--- config.mk ---
export PLATFORM = sky130hd
export DESIGN_NAME = pmac_top
export DESIGN_NICKNAME = d
export VERILOG_FILES = /design/src/logic/pmac_pkg.sv /design/src/logic/pmac_reg_if.sv /design/src/logic/pmac_top.sv /design/src/logic/pmac_spi_link.sv
export SDC_FILE = /design/constraint.sdc
export NUM_CORES = 2
export LEC_CHECK = 0
export ABC_CLOCK_PERIOD_IN_PS = 18600
export BUFFER_PORTS_ARGS = -buffer_cell sky130_fd_sc_hd__buf_2
export CAP_MARGIN = 5
export CORE_MARGIN = 4
export CORE_UTILIZATION = 45
export DETAILED_ROUTE_END_ITERATION = 8
export GPL_ROUTABILITY_DRIVEN = 0
export PLACE_DENSITY = 0.59
export SLEW_MARGIN = 25
export SYNTH_ARGS = -nofsm -noshare
export SYNTH_HDL_FRONTEND = slang
export SYNTH_HIERARCHICAL = 1
export SYNTH_SLANG_ARGS = --single-unit
--- constraint.sdc ---
create_clock -name core_clk_i -period 18.6 [get_ports core_clk_i]
set_input_delay 5.58 -clock core_clk_i [delete_from_list [all_inputs] [get_ports core_clk_i]]
set_output_delay 5.58 -clock core_clk_i [all_outputs]
set_load 0.02 [all_outputs]
--- src/logic/pmac_pkg.sv ---
// package: constants and types of the power monitor converter control block
package pmac_pkg;
  localparam logic [5:0]  ADDR_MAIN_CFG  = 6'h00;
  localparam logic [5:0]  ADDR_ADC_CFG   = 6'h01;
  localparam logic [5:0]  ADDR_CAL       = 6'h02;
  localparam logic [5:0]  ADDR_DRIFT     = 6'h03;
  localparam logic [5:0]  ADDR_SHUNT_RES = 6'h04;
  localparam logic [5:0]  ADDR_BUS_RES   = 6'h05;
  localparam int          MODE_LSB       = 12;
  localparam int          BUS_CT_LSB     = 9;
  localparam int          SHUNT_CT_LSB   = 6;
  localparam int          TEMP_CT_LSB    = 3;
  localparam int          AVG_LSB        = 0;
  localparam int          DCE_BIT        = 5;
  localparam int          RNG_BIT        = 4;
  localparam logic [15:0] ADC_CFG_RST    = 16'hfb68;
  localparam logic [14:0] CAL_RST        = 15'h1000;
  localparam logic [13:0] DRIFT_RST      = 14'h0000;
  localparam logic [1:0]  MAIN_CFG_RST   = 2'h0;
  localparam int unsigned CLK_HZ         = 10_000_000;
  localparam int unsigned TICK_US        = 1;
  localparam int unsigned TICK_CYC       = CLK_HZ / 1_000_000 * TICK_US;
  localparam int unsigned CONV_TIME_US [8] = '{50, 84, 150, 280, 540, 1052, 2074, 4120};
  localparam int unsigned AVG_SHIFT [8]  = '{0, 2, 4, 6, 7, 8, 9, 10};
  localparam logic [4:0]  HDR_BITS       = 5'h08;
  localparam logic [4:0]  WR_BITS        = 5'h18;
  localparam logic [1:0]  CH_BUS         = 2'h0;
  localparam logic [1:0]  CH_SHUNT       = 2'h1;
  localparam logic [1:0]  CH_TEMP        = 2'h2;
  localparam logic [1:0]  CH_NONE        = 2'h3;
  localparam int          CUR_SHIFT      = 13;
  localparam int          TEMP_FRAC      = 7;
  localparam logic signed [9:0] TEMP_REF_C = 10'sh019;
  localparam int          DRIFT_SHIFT    = 20;

  typedef enum logic [2:0] {
    ST_SLEEP = 3'b001,
    ST_CONV  = 3'b010,
    ST_HOLD  = 3'b100
  } pmac_state_e;
endpackage

--- src/logic/pmac_reg_if.sv ---
// interface: register access between the serial link and the register file
`timescale 1ns/10ps
interface pmac_reg_if;
  logic [5:0]  addr;
  logic [23:0] rdata;
  logic        wr_stb;
  logic [15:0] wdata;
  modport link (output addr, output wr_stb, output wdata, input rdata);
  modport regs (input addr, input wr_stb, input wdata, output rdata);
endinterface

--- src/logic/pmac_top.sv ---
// module: converter setup, sequencing, averaging and first results
`timescale 1ns/10ps
module pmac_top
  import pmac_pkg::*;
#(
  parameter int unsigned CONV_TICKS [8] = CONV_TIME_US
) (
  input  wire logic        core_clk_i,
  input  wire logic        rst_b_i,
  input  wire logic        spi_cs_b_i,
  input  wire logic        spi_sclk_i,
  input  wire logic        spi_mosi_i,
  output logic             spi_miso_o,
  output logic             spi_miso_oe_o,
  input  wire logic [19:0] adc_shunt_i,
  input  wire logic [19:0] adc_bus_i,
  input  wire logic [15:0] adc_temp_i,
  output logic [1:0]       adc_chan_o,
  output logic             converting_o,
  output logic             shunt_range_o,
  output logic [19:0]      current_result_o
);
  pmac_reg_if rif ();

  pmac_spi_link u_link (
    .core_clk_i (core_clk_i),
    .rst_b_i    (rst_b_i),
    .cs_b_i     (spi_cs_b_i),
    .sclk_i     (spi_sclk_i),
    .mosi_i     (spi_mosi_i),
    .miso_o     (spi_miso_o),
    .miso_oe_o  (spi_miso_oe_o),
    .rif        (rif.link)
  );

  // register file
  logic [1:0]  main_cfg_ff, nxt_main_cfg;
  logic [15:0] adc_cfg_ff, nxt_adc_cfg;
  logic [14:0] cal_ff, nxt_cal;
  logic [13:0] drift_ff, nxt_drift;
  logic        cfg_wr;

  assign cfg_wr = rif.wr_stb && rif.addr == ADDR_ADC_CFG;

  always_comb begin
    nxt_main_cfg = main_cfg_ff;
    nxt_adc_cfg  = adc_cfg_ff;
    nxt_cal      = cal_ff;
    nxt_drift    = drift_ff;
    if (rif.wr_stb) begin
      case (rif.addr)
        ADDR_MAIN_CFG: nxt_main_cfg = {rif.wdata[DCE_BIT], rif.wdata[RNG_BIT]};
        ADDR_ADC_CFG:  nxt_adc_cfg  = rif.wdata;
        ADDR_CAL:      nxt_cal      = rif.wdata[14:0];
        ADDR_DRIFT:    nxt_drift    = rif.wdata[13:0];
        default:       nxt_main_cfg = main_cfg_ff;
      endcase
    end
  end

  always_ff @(posedge core_clk_i or negedge rst_b_i) begin
    if (!rst_b_i) begin
      main_cfg_ff <= MAIN_CFG_RST;
      adc_cfg_ff  <= ADC_CFG_RST;
      cal_ff      <= CAL_RST;
      drift_ff    <= DRIFT_RST;
    end else begin
      main_cfg_ff <= nxt_main_cfg;
      adc_cfg_ff  <= nxt_adc_cfg;
      cal_ff      <= nxt_cal;
      drift_ff    <= nxt_drift;
    end
  end

  logic signed [19:0] shunt_res_ff, nxt_shunt_res;
  logic signed [19:0] bus_res_ff, nxt_bus_res;
  logic signed [15:0] temp_res_ff, nxt_temp_res;

  always_comb begin
    case (rif.addr)
      ADDR_MAIN_CFG:  rif.rdata = {10'h000, main_cfg_ff[1], main_cfg_ff[0], 4'h0, 8'h00};
      ADDR_ADC_CFG:   rif.rdata = {adc_cfg_ff, 8'h00};
      ADDR_CAL:       rif.rdata = {1'b0, cal_ff, 8'h00};
      ADDR_DRIFT:     rif.rdata = {2'h0, drift_ff, 8'h00};
      ADDR_SHUNT_RES: rif.rdata = {shunt_res_ff, 4'h0};
      ADDR_BUS_RES:   rif.rdata = {bus_res_ff, 4'h0};
      default:        rif.rdata = 24'h000000;
    endcase
  end

  // one microsecond tick; conversion times count ticks, not core cycles
  logic [3:0] tdiv_ff, nxt_tdiv;
  logic       tick_ff, nxt_tick;

  always_comb begin
    nxt_tick = tdiv_ff == 4'(TICK_CYC - 1);
    nxt_tdiv = nxt_tick ? 4'h0 : tdiv_ff + 4'h1;
  end

  always_ff @(posedge core_clk_i or negedge rst_b_i) begin
    if (!rst_b_i) begin
      tdiv_ff <= 4'h0;
      tick_ff <= 1'b0;
    end else begin
      tdiv_ff <= nxt_tdiv;
      tick_ff <= nxt_tick;
    end
  end

  // conversion sequencer
  function automatic logic [1:0] pick_ch(input logic [2:0] en, input logic [1:0] from);
    logic [1:0] r;
    r = CH_NONE;
    for (int i = 2; i >= 0; i--) begin
      if (en[i] && 2'(i) >= from) begin
        r = 2'(i);
      end
    end
    return r;
  endfunction

  pmac_state_e        state_ff, nxt_state;
  logic [1:0]         ch_ff, nxt_ch;
  logic [12:0]        tcnt_ff, nxt_tcnt;
  logic [9:0]         round_ff, nxt_round;
  logic signed [29:0] sum_ff [3];
  logic signed [29:0] nxt_sum [3];
  logic               pub_ff, nxt_pub;
  logic [2:0]         ct_code;
  logic [12:0]        ct_last;
  logic [9:0]         avg_last;
  logic [2:0]         en;
  logic signed [19:0] sample;
  logic [3:0]         wmode;

  assign en       = adc_cfg_ff[MODE_LSB +: 3];
  assign wmode    = rif.wdata[MODE_LSB +: 4];
  assign avg_last = 10'((1 << AVG_SHIFT[adc_cfg_ff[AVG_LSB +: 3]]) - 1);

  always_comb begin
    case (ch_ff)
      CH_BUS:   ct_code = adc_cfg_ff[BUS_CT_LSB +: 3];
      CH_SHUNT: ct_code = adc_cfg_ff[SHUNT_CT_LSB +: 3];
      default:  ct_code = adc_cfg_ff[TEMP_CT_LSB +: 3];
    endcase
    ct_last = 13'(CONV_TICKS[ct_code] - 1);
    case (ch_ff)
      CH_BUS:   sample = adc_bus_i;
      CH_SHUNT: sample = adc_shunt_i;
      default:  sample = {{4{adc_temp_i[15]}}, adc_temp_i};
    endcase
  end

  always_comb begin
    nxt_state     = state_ff;
    nxt_ch        = ch_ff;
    nxt_tcnt      = tcnt_ff;
    nxt_round     = round_ff;
    nxt_sum       = sum_ff;
    nxt_pub       = 1'b0;
    nxt_shunt_res = shunt_res_ff;
    nxt_bus_res   = bus_res_ff;
    nxt_temp_res  = temp_res_ff;
    if (cfg_wr) begin
      // any setup write restarts from scratch with the new fields
      nxt_tcnt  = 13'h0000;
      nxt_round = 10'h000;
      nxt_sum   = '{default: 30'sh0};
      nxt_ch    = pick_ch(wmode[2:0], CH_BUS);
      nxt_state = wmode[2:0] != 3'h0 ? ST_CONV : ST_SLEEP;
    end else begin
      case (state_ff)
        ST_CONV: begin
          if (tick_ff) begin
            if (tcnt_ff == ct_last) begin
              nxt_tcnt        = 13'h0000;
              nxt_sum[ch_ff]  = sum_ff[ch_ff] + 30'(sample);
              nxt_ch          = pick_ch(en, 2'(ch_ff + 2'h1));
              if (nxt_ch == CH_NONE) begin
                nxt_ch = pick_ch(en, CH_BUS);
                if (round_ff == avg_last) begin
                  // publish only once the whole averaging run is in
                  nxt_pub   = 1'b1;
                  nxt_round = 10'h000;
                  if (en[1]) begin
                    nxt_shunt_res = 20'(nxt_sum[1] >>> AVG_SHIFT[adc_cfg_ff[2:0]]);
                  end
                  if (en[0]) begin
                    nxt_bus_res = 20'(nxt_sum[0] >>> AVG_SHIFT[adc_cfg_ff[2:0]]);
                    if (nxt_bus_res[19]) begin
                      nxt_bus_res = 20'sh0;
                    end
                  end
                  if (en[2]) begin
                    nxt_temp_res = 16'(nxt_sum[2] >>> AVG_SHIFT[adc_cfg_ff[2:0]]);
                  end
                  nxt_sum = '{default: 30'sh0};
                  if (!adc_cfg_ff[MODE_LSB + 3]) begin
                    nxt_state = ST_HOLD;
                  end
                end else begin
                  nxt_round = round_ff + 10'h001;
                end
              end
            end else begin
              nxt_tcnt = tcnt_ff + 13'h0001;
            end
          end
        end
        ST_SLEEP: nxt_state = ST_SLEEP;
        ST_HOLD:  nxt_state = ST_HOLD;
        default:  nxt_state = ST_SLEEP;
      endcase
    end
  end

  always_ff @(posedge core_clk_i or negedge rst_b_i) begin
    if (!rst_b_i) begin
      state_ff     <= ST_SLEEP;
      ch_ff        <= CH_BUS;
      tcnt_ff      <= 13'h0000;
      round_ff     <= 10'h000;
      sum_ff       <= '{default: 30'sh0};
      pub_ff       <= 1'b0;
      shunt_res_ff <= 20'sh0;
      bus_res_ff   <= 20'sh0;
      temp_res_ff  <= 16'sh0;
    end else begin
      state_ff     <= nxt_state;
      ch_ff        <= nxt_ch;
      tcnt_ff      <= nxt_tcnt;
      round_ff     <= nxt_round;
      sum_ff       <= nxt_sum;
      pub_ff       <= nxt_pub;
      shunt_res_ff <= nxt_shunt_res;
      bus_res_ff   <= nxt_bus_res;
      temp_res_ff  <= nxt_temp_res;
    end
  end

  // current from shunt result; narrow range raises the gain by four
  logic signed [17:0] cal_eff;
  logic signed [37:0] cur_prod;
  logic signed [9:0]  dtemp;
  logic signed [44:0] drift_prod;
  logic signed [19:0] cur_raw_ff, nxt_cur_raw;
  logic signed [19:0] current_ff, nxt_current;
  logic               pub_d_ff;

  always_comb begin
    cal_eff     = main_cfg_ff[0] ? {1'b0, cal_ff, 2'b00} : {3'b000, cal_ff};
    cur_prod    = shunt_res_ff * cal_eff;
    nxt_cur_raw = pub_ff ? cur_prod[CUR_SHIFT +: 20] : cur_raw_ff;
    dtemp       = 10'(temp_res_ff >>> TEMP_FRAC) - TEMP_REF_C;
    // ppm taken as 2^-20: about five percent light, traded for no divider
    drift_prod  = cur_raw_ff * $signed({1'b0, drift_ff}) * dtemp;
    nxt_current = current_ff;
    if (pub_d_ff) begin
      nxt_current = main_cfg_ff[1] ? 20'(cur_raw_ff - drift_prod[DRIFT_SHIFT +: 20]) : cur_raw_ff;
    end
  end

  always_ff @(posedge core_clk_i or negedge rst_b_i) begin
    if (!rst_b_i) begin
      cur_raw_ff <= 20'sh0;
      current_ff <= 20'sh0;
      pub_d_ff   <= 1'b0;
    end else begin
      cur_raw_ff <= nxt_cur_raw;
      current_ff <= nxt_current;
      pub_d_ff   <= pub_ff;
    end
  end

  assign adc_chan_o       = ch_ff;
  assign converting_o     = state_ff[1];
  assign shunt_range_o    = main_cfg_ff[0];
  assign current_result_o = current_ff;
endmodule

--- src/logic/pmac_spi_link.sv ---
// module: serial register link, sampled from the core clock
`timescale 1ns/10ps
module pmac_spi_link
  import pmac_pkg::*;
(
  input  wire logic core_clk_i,
  input  wire logic rst_b_i,
  input  wire logic cs_b_i,
  input  wire logic sclk_i,
  input  wire logic mosi_i,
  output logic      miso_o,
  output logic      miso_oe_o,
  pmac_reg_if.link  rif
);
  logic [2:0]  s1_ff, s2_ff;
  logic        sclk_d_ff;
  logic [4:0]  bcnt_ff, nxt_bcnt;
  logic [14:0] in_sr_ff, nxt_in_sr;
  logic [5:0]  addr_ff, nxt_addr;
  logic        rd_ff, nxt_rd;
  logic        ok_ff, nxt_ok;
  logic        load_ff, nxt_load;
  logic [23:0] out_sr_ff, nxt_out_sr;
  logic        miso_ff, nxt_miso;
  logic        oe_ff, nxt_oe;
  logic        wr_ff, nxt_wr;
  logic [15:0] wdata_ff, nxt_wdata;
  logic        cs_act, fall, rise;

  // pins cross into the core clock through two flops; only s2_ff is read
  always_ff @(posedge core_clk_i or negedge rst_b_i) begin
    if (!rst_b_i) begin
      s1_ff     <= 3'h4;
      s2_ff     <= 3'h4;
      sclk_d_ff <= 1'b0;
    end else begin
      s1_ff     <= {cs_b_i, sclk_i, mosi_i};
      s2_ff     <= s1_ff;
      sclk_d_ff <= s2_ff[1];
    end
  end

  assign cs_act = !s2_ff[2];
  assign fall   = sclk_d_ff && !s2_ff[1];
  assign rise   = !sclk_d_ff && s2_ff[1];

  always_comb begin
    nxt_bcnt   = bcnt_ff;
    nxt_in_sr  = in_sr_ff;
    nxt_addr   = addr_ff;
    nxt_rd     = rd_ff;
    nxt_ok     = ok_ff;
    nxt_load   = 1'b0;
    nxt_out_sr = out_sr_ff;
    nxt_miso   = miso_ff;
    nxt_oe     = cs_act;
    nxt_wr     = 1'b0;
    nxt_wdata  = wdata_ff;
    if (!cs_act) begin
      nxt_bcnt = 5'h00;
      nxt_miso = 1'b0;
      nxt_ok   = 1'b0;
    end else begin
      if (load_ff) begin
        nxt_out_sr = ok_ff ? rif.rdata : 24'h000000;
      end
      if (fall) begin
        nxt_in_sr = {in_sr_ff[13:0], s2_ff[0]};
        if (bcnt_ff != 5'h1f) begin
          nxt_bcnt = bcnt_ff + 5'h01;
        end
        if (bcnt_ff == HDR_BITS - 5'h01) begin
          nxt_addr = in_sr_ff[6:1];
          nxt_ok   = !in_sr_ff[0];
          nxt_rd   = s2_ff[0];
          nxt_load = 1'b1;
        end
        if (bcnt_ff == WR_BITS - 5'h01 && ok_ff && !rd_ff) begin
          nxt_wdata = {in_sr_ff[14:0], s2_ff[0]};
          nxt_wr    = 1'b1;
        end
      end
      // old contents leave on miso while a write shifts in
      if (rise && bcnt_ff >= HDR_BITS) begin
        nxt_miso   = out_sr_ff[23];
        nxt_out_sr = {out_sr_ff[22:0], 1'b0};
      end
    end
  end

  always_ff @(posedge core_clk_i or negedge rst_b_i) begin
    if (!rst_b_i) begin
      bcnt_ff   <= 5'h00;
      in_sr_ff  <= 15'h0000;
      addr_ff   <= 6'h00;
      rd_ff     <= 1'b0;
      ok_ff     <= 1'b0;
      load_ff   <= 1'b0;
      out_sr_ff <= 24'h000000;
      miso_ff   <= 1'b0;
      oe_ff     <= 1'b0;
      wr_ff     <= 1'b0;
      wdata_ff  <= 16'h0000;
    end else begin
      bcnt_ff   <= nxt_bcnt;
      in_sr_ff  <= nxt_in_sr;
      addr_ff   <= nxt_addr;
      rd_ff     <= nxt_rd;
      ok_ff     <= nxt_ok;
      load_ff   <= nxt_load;
      out_sr_ff <= nxt_out_sr;
      miso_ff   <= nxt_miso;
      oe_ff     <= nxt_oe;
      wr_ff     <= nxt_wr;
      wdata_ff  <= nxt_wdata;
    end
  end

  assign miso_o     = miso_ff;
  assign miso_oe_o  = oe_ff;
  assign rif.addr   = addr_ff;
  assign rif.wr_stb = wr_ff;
  assign rif.wdata  = wdata_ff;
endmodule

* Word level (Yosys, flattened, before mapping)
Memory sizes are Yosys's and may differ from the RTL's.
Index checks and enable logic that the tools add are counted.
Widths: inputs -> output; s select.
** Storage, ports and cells
- Register bits after elaboration :: 347
- ROM bits :: 512
- Input port bits :: 61
- Logic and storage cells :: 212
- Memories kept :: 2
** Memories
- (no name shown) :: depth 8, bits a word 32, read ports 1, clocked after Yosys merged registers in 0, wr ports 0, RTL line pmac_top.sv:195 : nxt_temp_res = 16'(nxt_sum[2] >>> AVG_SHIFT[adc_cfg_ff[2:0]]);
- (no name shown) :: depth 8, bits a word 32, read ports 1, clocked after Yosys merged registers in 0, wr ports 0, RTL line pmac_top.sv:146 : ct_last = 13'(CONV_TICKS[ct_code] - 1);
** Operators by class
- Add/sub/neg operators :: 10
- Multiply operators :: 3
- $lt $le $gt $ge :: 8
- Eq/ne operators :: 20
- Shift-type cells :: 4
- Muxes and demuxes :: 82
- Bitwise logic cells :: 5
- Reductions and logical operators :: 44
** Operators with widths (count)
- $mux 90 :: 6
- $pmux 24 s6 :: 1
- $bwmux 90 :: 1
- $mux 30 :: 3
- $mux 13 :: 6
- $mux 24 :: 3
- $mux 32 :: 2
- $sshr 30x32->20 :: 2
- $bmux 30 s2 :: 1
- $demux 30 s2 :: 1
- $mux 10 :: 6
- $mul 35x10->40 :: 1
- $pmux 20 s2 :: 1
- $mul 20x15->35 :: 1
- $mul 20x18->33 :: 1
- $mux 2 :: 16
- $shl 1x32->10 const A :: 1
- $sshr 30x32->16 :: 1
- $add 30x20->30 :: 1
- $reduce_and 7->1 :: 3
- $mux 1 :: 20
- $mux 20 :: 1
- $sub 20x20->20 :: 1
- $mux 19 :: 1
- other kinds (46) :: 95

* Depth between registers and ports, before layout
- Depth after elaboration :: 18
- Depth in mapped cells :: 61
- Mapped depth without buffers :: 59

* Cells and area by module
Netlist, hierarchy kept.
** Modules (own cells, without submodules)
- pmac_top :: instances 1, cells each 5811, area an instance 51092.8 um^2, seq. area each 6521.3 um^2
- pmac_spi_link :: instances 1, cells each 249, area an instance 3463.3 um^2, seq. area each 1979.4 um^2

* Worst setup path after synthesis
OpenSTA, ideal clock, no wires.
- Kind :: register to register
- Start :: register cur_raw_ff[7]
- End :: register current_ff[19], in the netlist current_result_o[19]
- Arrival time :: 13.543 ns
- Data required time :: 18.529 ns
- Path slack :: 4.986 ns
- Stages on the path, launching flop included :: 60
- Period minus slack after synthesis :: 13.614 ns
- Cells stage by stage :: dfrtp_1 -> clkbuf_1 -> and2_1 -> fa_1 -> inv_1 -> fa_1 -> inv_1 -> fa_1 -> inv_1 -> fa_1 -> inv_1 -> fa_1 -> inv_1 -> fa_1 -> inv_1 -> ha_1 -> clkbuf_1 -> nand4_1 -> [... 24 more ...] -> nand2b_1 -> a21o_1 -> a21oi_1 -> nor2b_1 -> o21a_1 -> or2_2 -> ha_1 -> o21a_1 -> o21ai_0 -> a21oi_1 -> a31o_2 -> nor2_1 -> o31ai_1 -> o41ai_1 -> xnor2_1 -> xnor3_1 -> mux2_4 -> nand4_1
** On the way
- Cells in the longest elaborated chain, start to end :: 4
** Ends and longest elaborated chain
- from (decl) :: RTL line pmac_top.sv:246 : logic signed [19:0] cur_raw_ff, nxt_cur_raw;
- from (signal assigned) :: RTL line pmac_top.sv:269 : cur_raw_ff <= nxt_cur_raw;
- $mul 20x15->35 :: RTL line pmac_top.sv:256 : drift_prod = cur_raw_ff * $signed({1'b0, drift_ff}) * dtemp;
- $mul 35x10->40 :: RTL line pmac_top.sv:256
- $sub 20x20->20 (*) :: RTL line pmac_top.sv:259 : nxt_current = main_cfg_ff[1] ? 20'(cur_raw_ff - drift_prod[DRIFT_SHIFT +: 20]) : cur_raw_ff;
- $mux 20 (*) :: RTL line pmac_top.sv:259
- to (signal assigned) :: RTL line pmac_top.sv:270 : current_ff <= nxt_current;
- to (decl) :: RTL line pmac_top.sv:247 : logic signed [19:0] current_ff, nxt_current;
Mark *: on every way between the ends. The rest lies on a longest branch, timed or not.
A chain may end at the register's enable or synchronous reset.

* Final worst setup path
- Start :: register cur_raw_ff[9]
- End :: register current_ff[19], in the netlist current_result_o[19]
Same word-level chain as after synthesis.

==> flow_summary.yaml <==
route:
  drt_iter0_markers: 3242
  route.detailed.drc: 0
  finalWirelength_um: 158000
  routedWlPerCell_um: 20.8
  ant_nets: 0
  drtPass1Iterations: 5
  vias: 42100
  routed_via_density: 5.55
clocking:
  htree_levels: 2
  clk_latency_ps: 640
  cts.sinks: 339
  cts_buffers: 45
  cts_tree: "done"
  clk_pin_slew_ps: 60
  clockBufferDepth: 3
  hold_buffers: 0
  postCtsResizedCells: 0
  cts-root-buf: "clkbuf_16"
  postCtsSetupRepairBufs: 0
yosys:
  ys_warn_count: 6
  seq_area_frac_synth: 0.156
  postSynth.asyncResetShare: 1.00
  ys_ff_latch: 339
  synth_enable_flop_cells: 0
  syn-instance-count: 6060
  synth-main-ff-cell: "dfrtp_1"
  avgSynthCellArea_um2: 9.00
  synth.distinct_cells: 97
  netlist_area_um2: 54600
power:
  internal-power_w: 0.00132
  power.density_nw_per_um2: 30.7
  power_leakage_nw: 27.5
  p_clk_frac: 0.512
  power_frac_seq: 0.424
  ir_worst_vdd_uv: 66.7
  p_comb_frac: 0.064
  switchingPower_w: 0.000464
  sw_frac_of_total: 0.260
sta:
  min_period_ps: 14920
  slew_viol_final: 0
  hold_violations: 0
  setup_viol: 0
  fin_crit_sh: 0.802
  setup_tns_ps: 0
  rsz0062_at_grt: "no"
  fin_skew_ps: 40.4
  tightestPinTransition_ps: 1120
  holdWs_ps: 346
  maxSlewHeadroom: 0.253
  max_freq_mhz: 67.0
final_layout:
  fillCellCount: 11700
  area_growth_pct: 6.44
  layout.nets: 7150
  layout.cells.non_filler: 7592
  drive_above_1_share: 0.0818
placed_design:
  io_buffers: 86
  placed_cells: 7508
  dp_hpwl_um: 123000
setup_path:
  cp_slowest_cell: "dfrtp_1"
  path_buf_inv: 11
  endpoint_kind: "register"
  path_class: "register to register"
  startpoint_type: "register"
  cp_top_family: "adder cells"
  slowest_delay_ps: 620
  cp.arrival_ps: 15480
  path_max_fanout: 17
  critPathRequiredTime_ps: 19160
grt:
  gr-usage-met2: 0.416
  use_met3: 0.0322
  grt_start_max_net_pins: 165
  grt_pass1_wl_um: 254000
  grt_use_met1: 0.353
  grt_overflow_total: 0
  grt_util_all_layers: 0.253
  busiest_layer: "met2"
  grt_pass1_vias: 43900
  antenna_found_initial: 1
die:
  start_util: 0.454
  die_w_um: 356
  dieArea_um2: 127000
  top_level_ports: 87
  rows: 127
  core_area_um2: 120000
  die_h_um: 356
worst_hold_path:
  hold_class: "register to register"
run:
  max-cap-violations: 0
outcome:
  outcome: "finished clean"
layout make-up:
| class | instances | area (µm²) | share of cell area |
|---|---|---|---|
| well taps | 1612 | 2020 | 0.0347 |
| flip-flops and latches | 339 | 8500 | 0.146 |
| diodes | 1 | 2.50 | 0.0000431 |
| multi-input cells | 4420 | 41300 | 0.711 |
| clock buffers | 64 | 1260 | 0.0217 |
| clock inverters | 18 | 254 | 0.00437 |
| repair buffers | 173 | 1130 | 0.0195 |
| inverters | 965 | 3620 | 0.0624 |
flip-flops by register name, indices dropped and copies added (netlist names), 14 cells and up:
signal	cells
adc_cfg_ff	16
bus_res_ff	19
cal_ff	15
cur_raw_ff	20
current_result_o	20
drift_ff	14
shunt_res_ff	20
sum_ff	90
u_link/in_sr_ff	15
u_link/out_sr_ff	24
u_link/rif.wdata	16
metal layers:
layer  vias to the layer above  routed length (µm)  share of wire
li1                      19200                   -              -
met1                     21400               70000           0.44
met2                      1325               74200           0.47
met3                       200                9380          0.059
met4                         0                4580          0.029
met5                         -                   0              0
power groups by stage:
| stage | combinational [W] | clock, W | sequential [W] |
|---|---|---|---|
| floorplan | 0.0000669 | 0 | 0.000766 |
| global placement | 0.000112 | 0 | 0.000770 |
| detailed placement | 0.000113 | 0 | 0.000770 |
| CTS | 0.000113 | 0.000934 | 0.000757 |
| global route | 0.000126 | 0.000958 | 0.000758 |
| finish | 0.000115 | 0.000913 | 0.000757 |
per-stage QoR:
stage / total power [W] / worst slack, ps / utilization / area (µm²)
6_report: 0.00179 / 3680 / 0.483 / 58100
5_1_grt: 0.00184 / 2760 / 0.483 / 58100
4_1_cts: 0.00180 / 3680 / 0.483 / 58000
3_5_place_dp: 0.000883 / 3710 / 0.471 / 56500
3_3_place_gp: 0.000881 / 3810 / 0.470 / 56500
2_1_floorplan: 0.000833 / 4990 / - / 54600
synth_stat cells (51+ instances only):
cell type / number / area share
clkbuf_1: 286 / 0.020
mux2_2: 122 / 0.025
dfrtp_1: 325 / 0.15
ha_1: 315 / 0.072
nor2b_1: 103 / 0.012
o21ai_0: 211 / 0.019
nand2b_1: 83 / 0.0095
a21o_1: 69 / 0.0095
mux2i_1: 179 / 0.033
xnor2_1: 121 / 0.019
fa_1: 830 / 0.30
and2_1: 333 / 0.038
nand2_1: 738 / 0.051
xor2_1: 51 / 0.0082
a21oi_1: 204 / 0.019
and3_1: 77 / 0.0088
nor2_1: 304 / 0.021
a22o_1: 51 / 0.0082
inv_1: 963 / 0.066
nand3_1: 61 / 0.0056
logic make-up (layout without fill, tap and decap cells):
logic type / after synthesis / count (layout) / synth area share
compound gates: 883 / 883 / 0.108
xor+xnor: 173 / 173 / 0.0280
fa+ha+maj: 1145 / 1145 / 0.377
buf+inv: 1304 / 1220 / 0.0909
flops: 339 / 339 / 0.156
mux: 343 / 343 / 0.0738
other cells: 2 / 6 / 0.000138
simple gates: 1871 / 1871 / 0.167
placed cells by master (no fill, tap or decap), types with 48 or more instances in the layout:
master    instances
o21ai_0         210
nor3_1           49
a22o_1           51
a21o_1           69
nand2b_1         83
nor2b_1         103
inv_1           963
buf_4            84
buf_2            85
fa_1            830
nand2_1         737
dfrtp_1         324
and3_1           77
mux2_2          122
nor2_1          298
xnor2_1         116
mux2i_1         178
ha_1            312
nand3_1          61
xor2_1           48
and2_1          333
a21oi_1         203
path summary, 6_finish.rpt:
check	startpoint	to	slack, ps	cells after the start
max	cur_raw_ff[9]	current_result_o[19]	3680	57
min	u_link/s1_ff[1]	u_link/s2_ff[1]	350	0
max reg2reg	cur_raw_ff[9]	current_result_o[19]	3680	57
min reg2reg	u_link/s1_ff[1]	u_link/s2_ff[1]	350	0
max in group asynchronous	rst_b_i	current_result_o[1]	11980	3
min in group asynchronous	rst_b_i	tdiv_ff[3]	4970	1
worst reg2reg max path: cells and delay by family, from the launching register on:
family                     cells  cell delay, ps
muxes                          1             310
DFF                            1             620
and+or+nand+nor               10            1690
buffers and inverters         11             550
AOI/OAI and AO/OA             18            4070
xor gates and xnor gates       3            1060
adders and majority gates     14            6560
No activity file was read; power rests on OpenSTA's default activity.
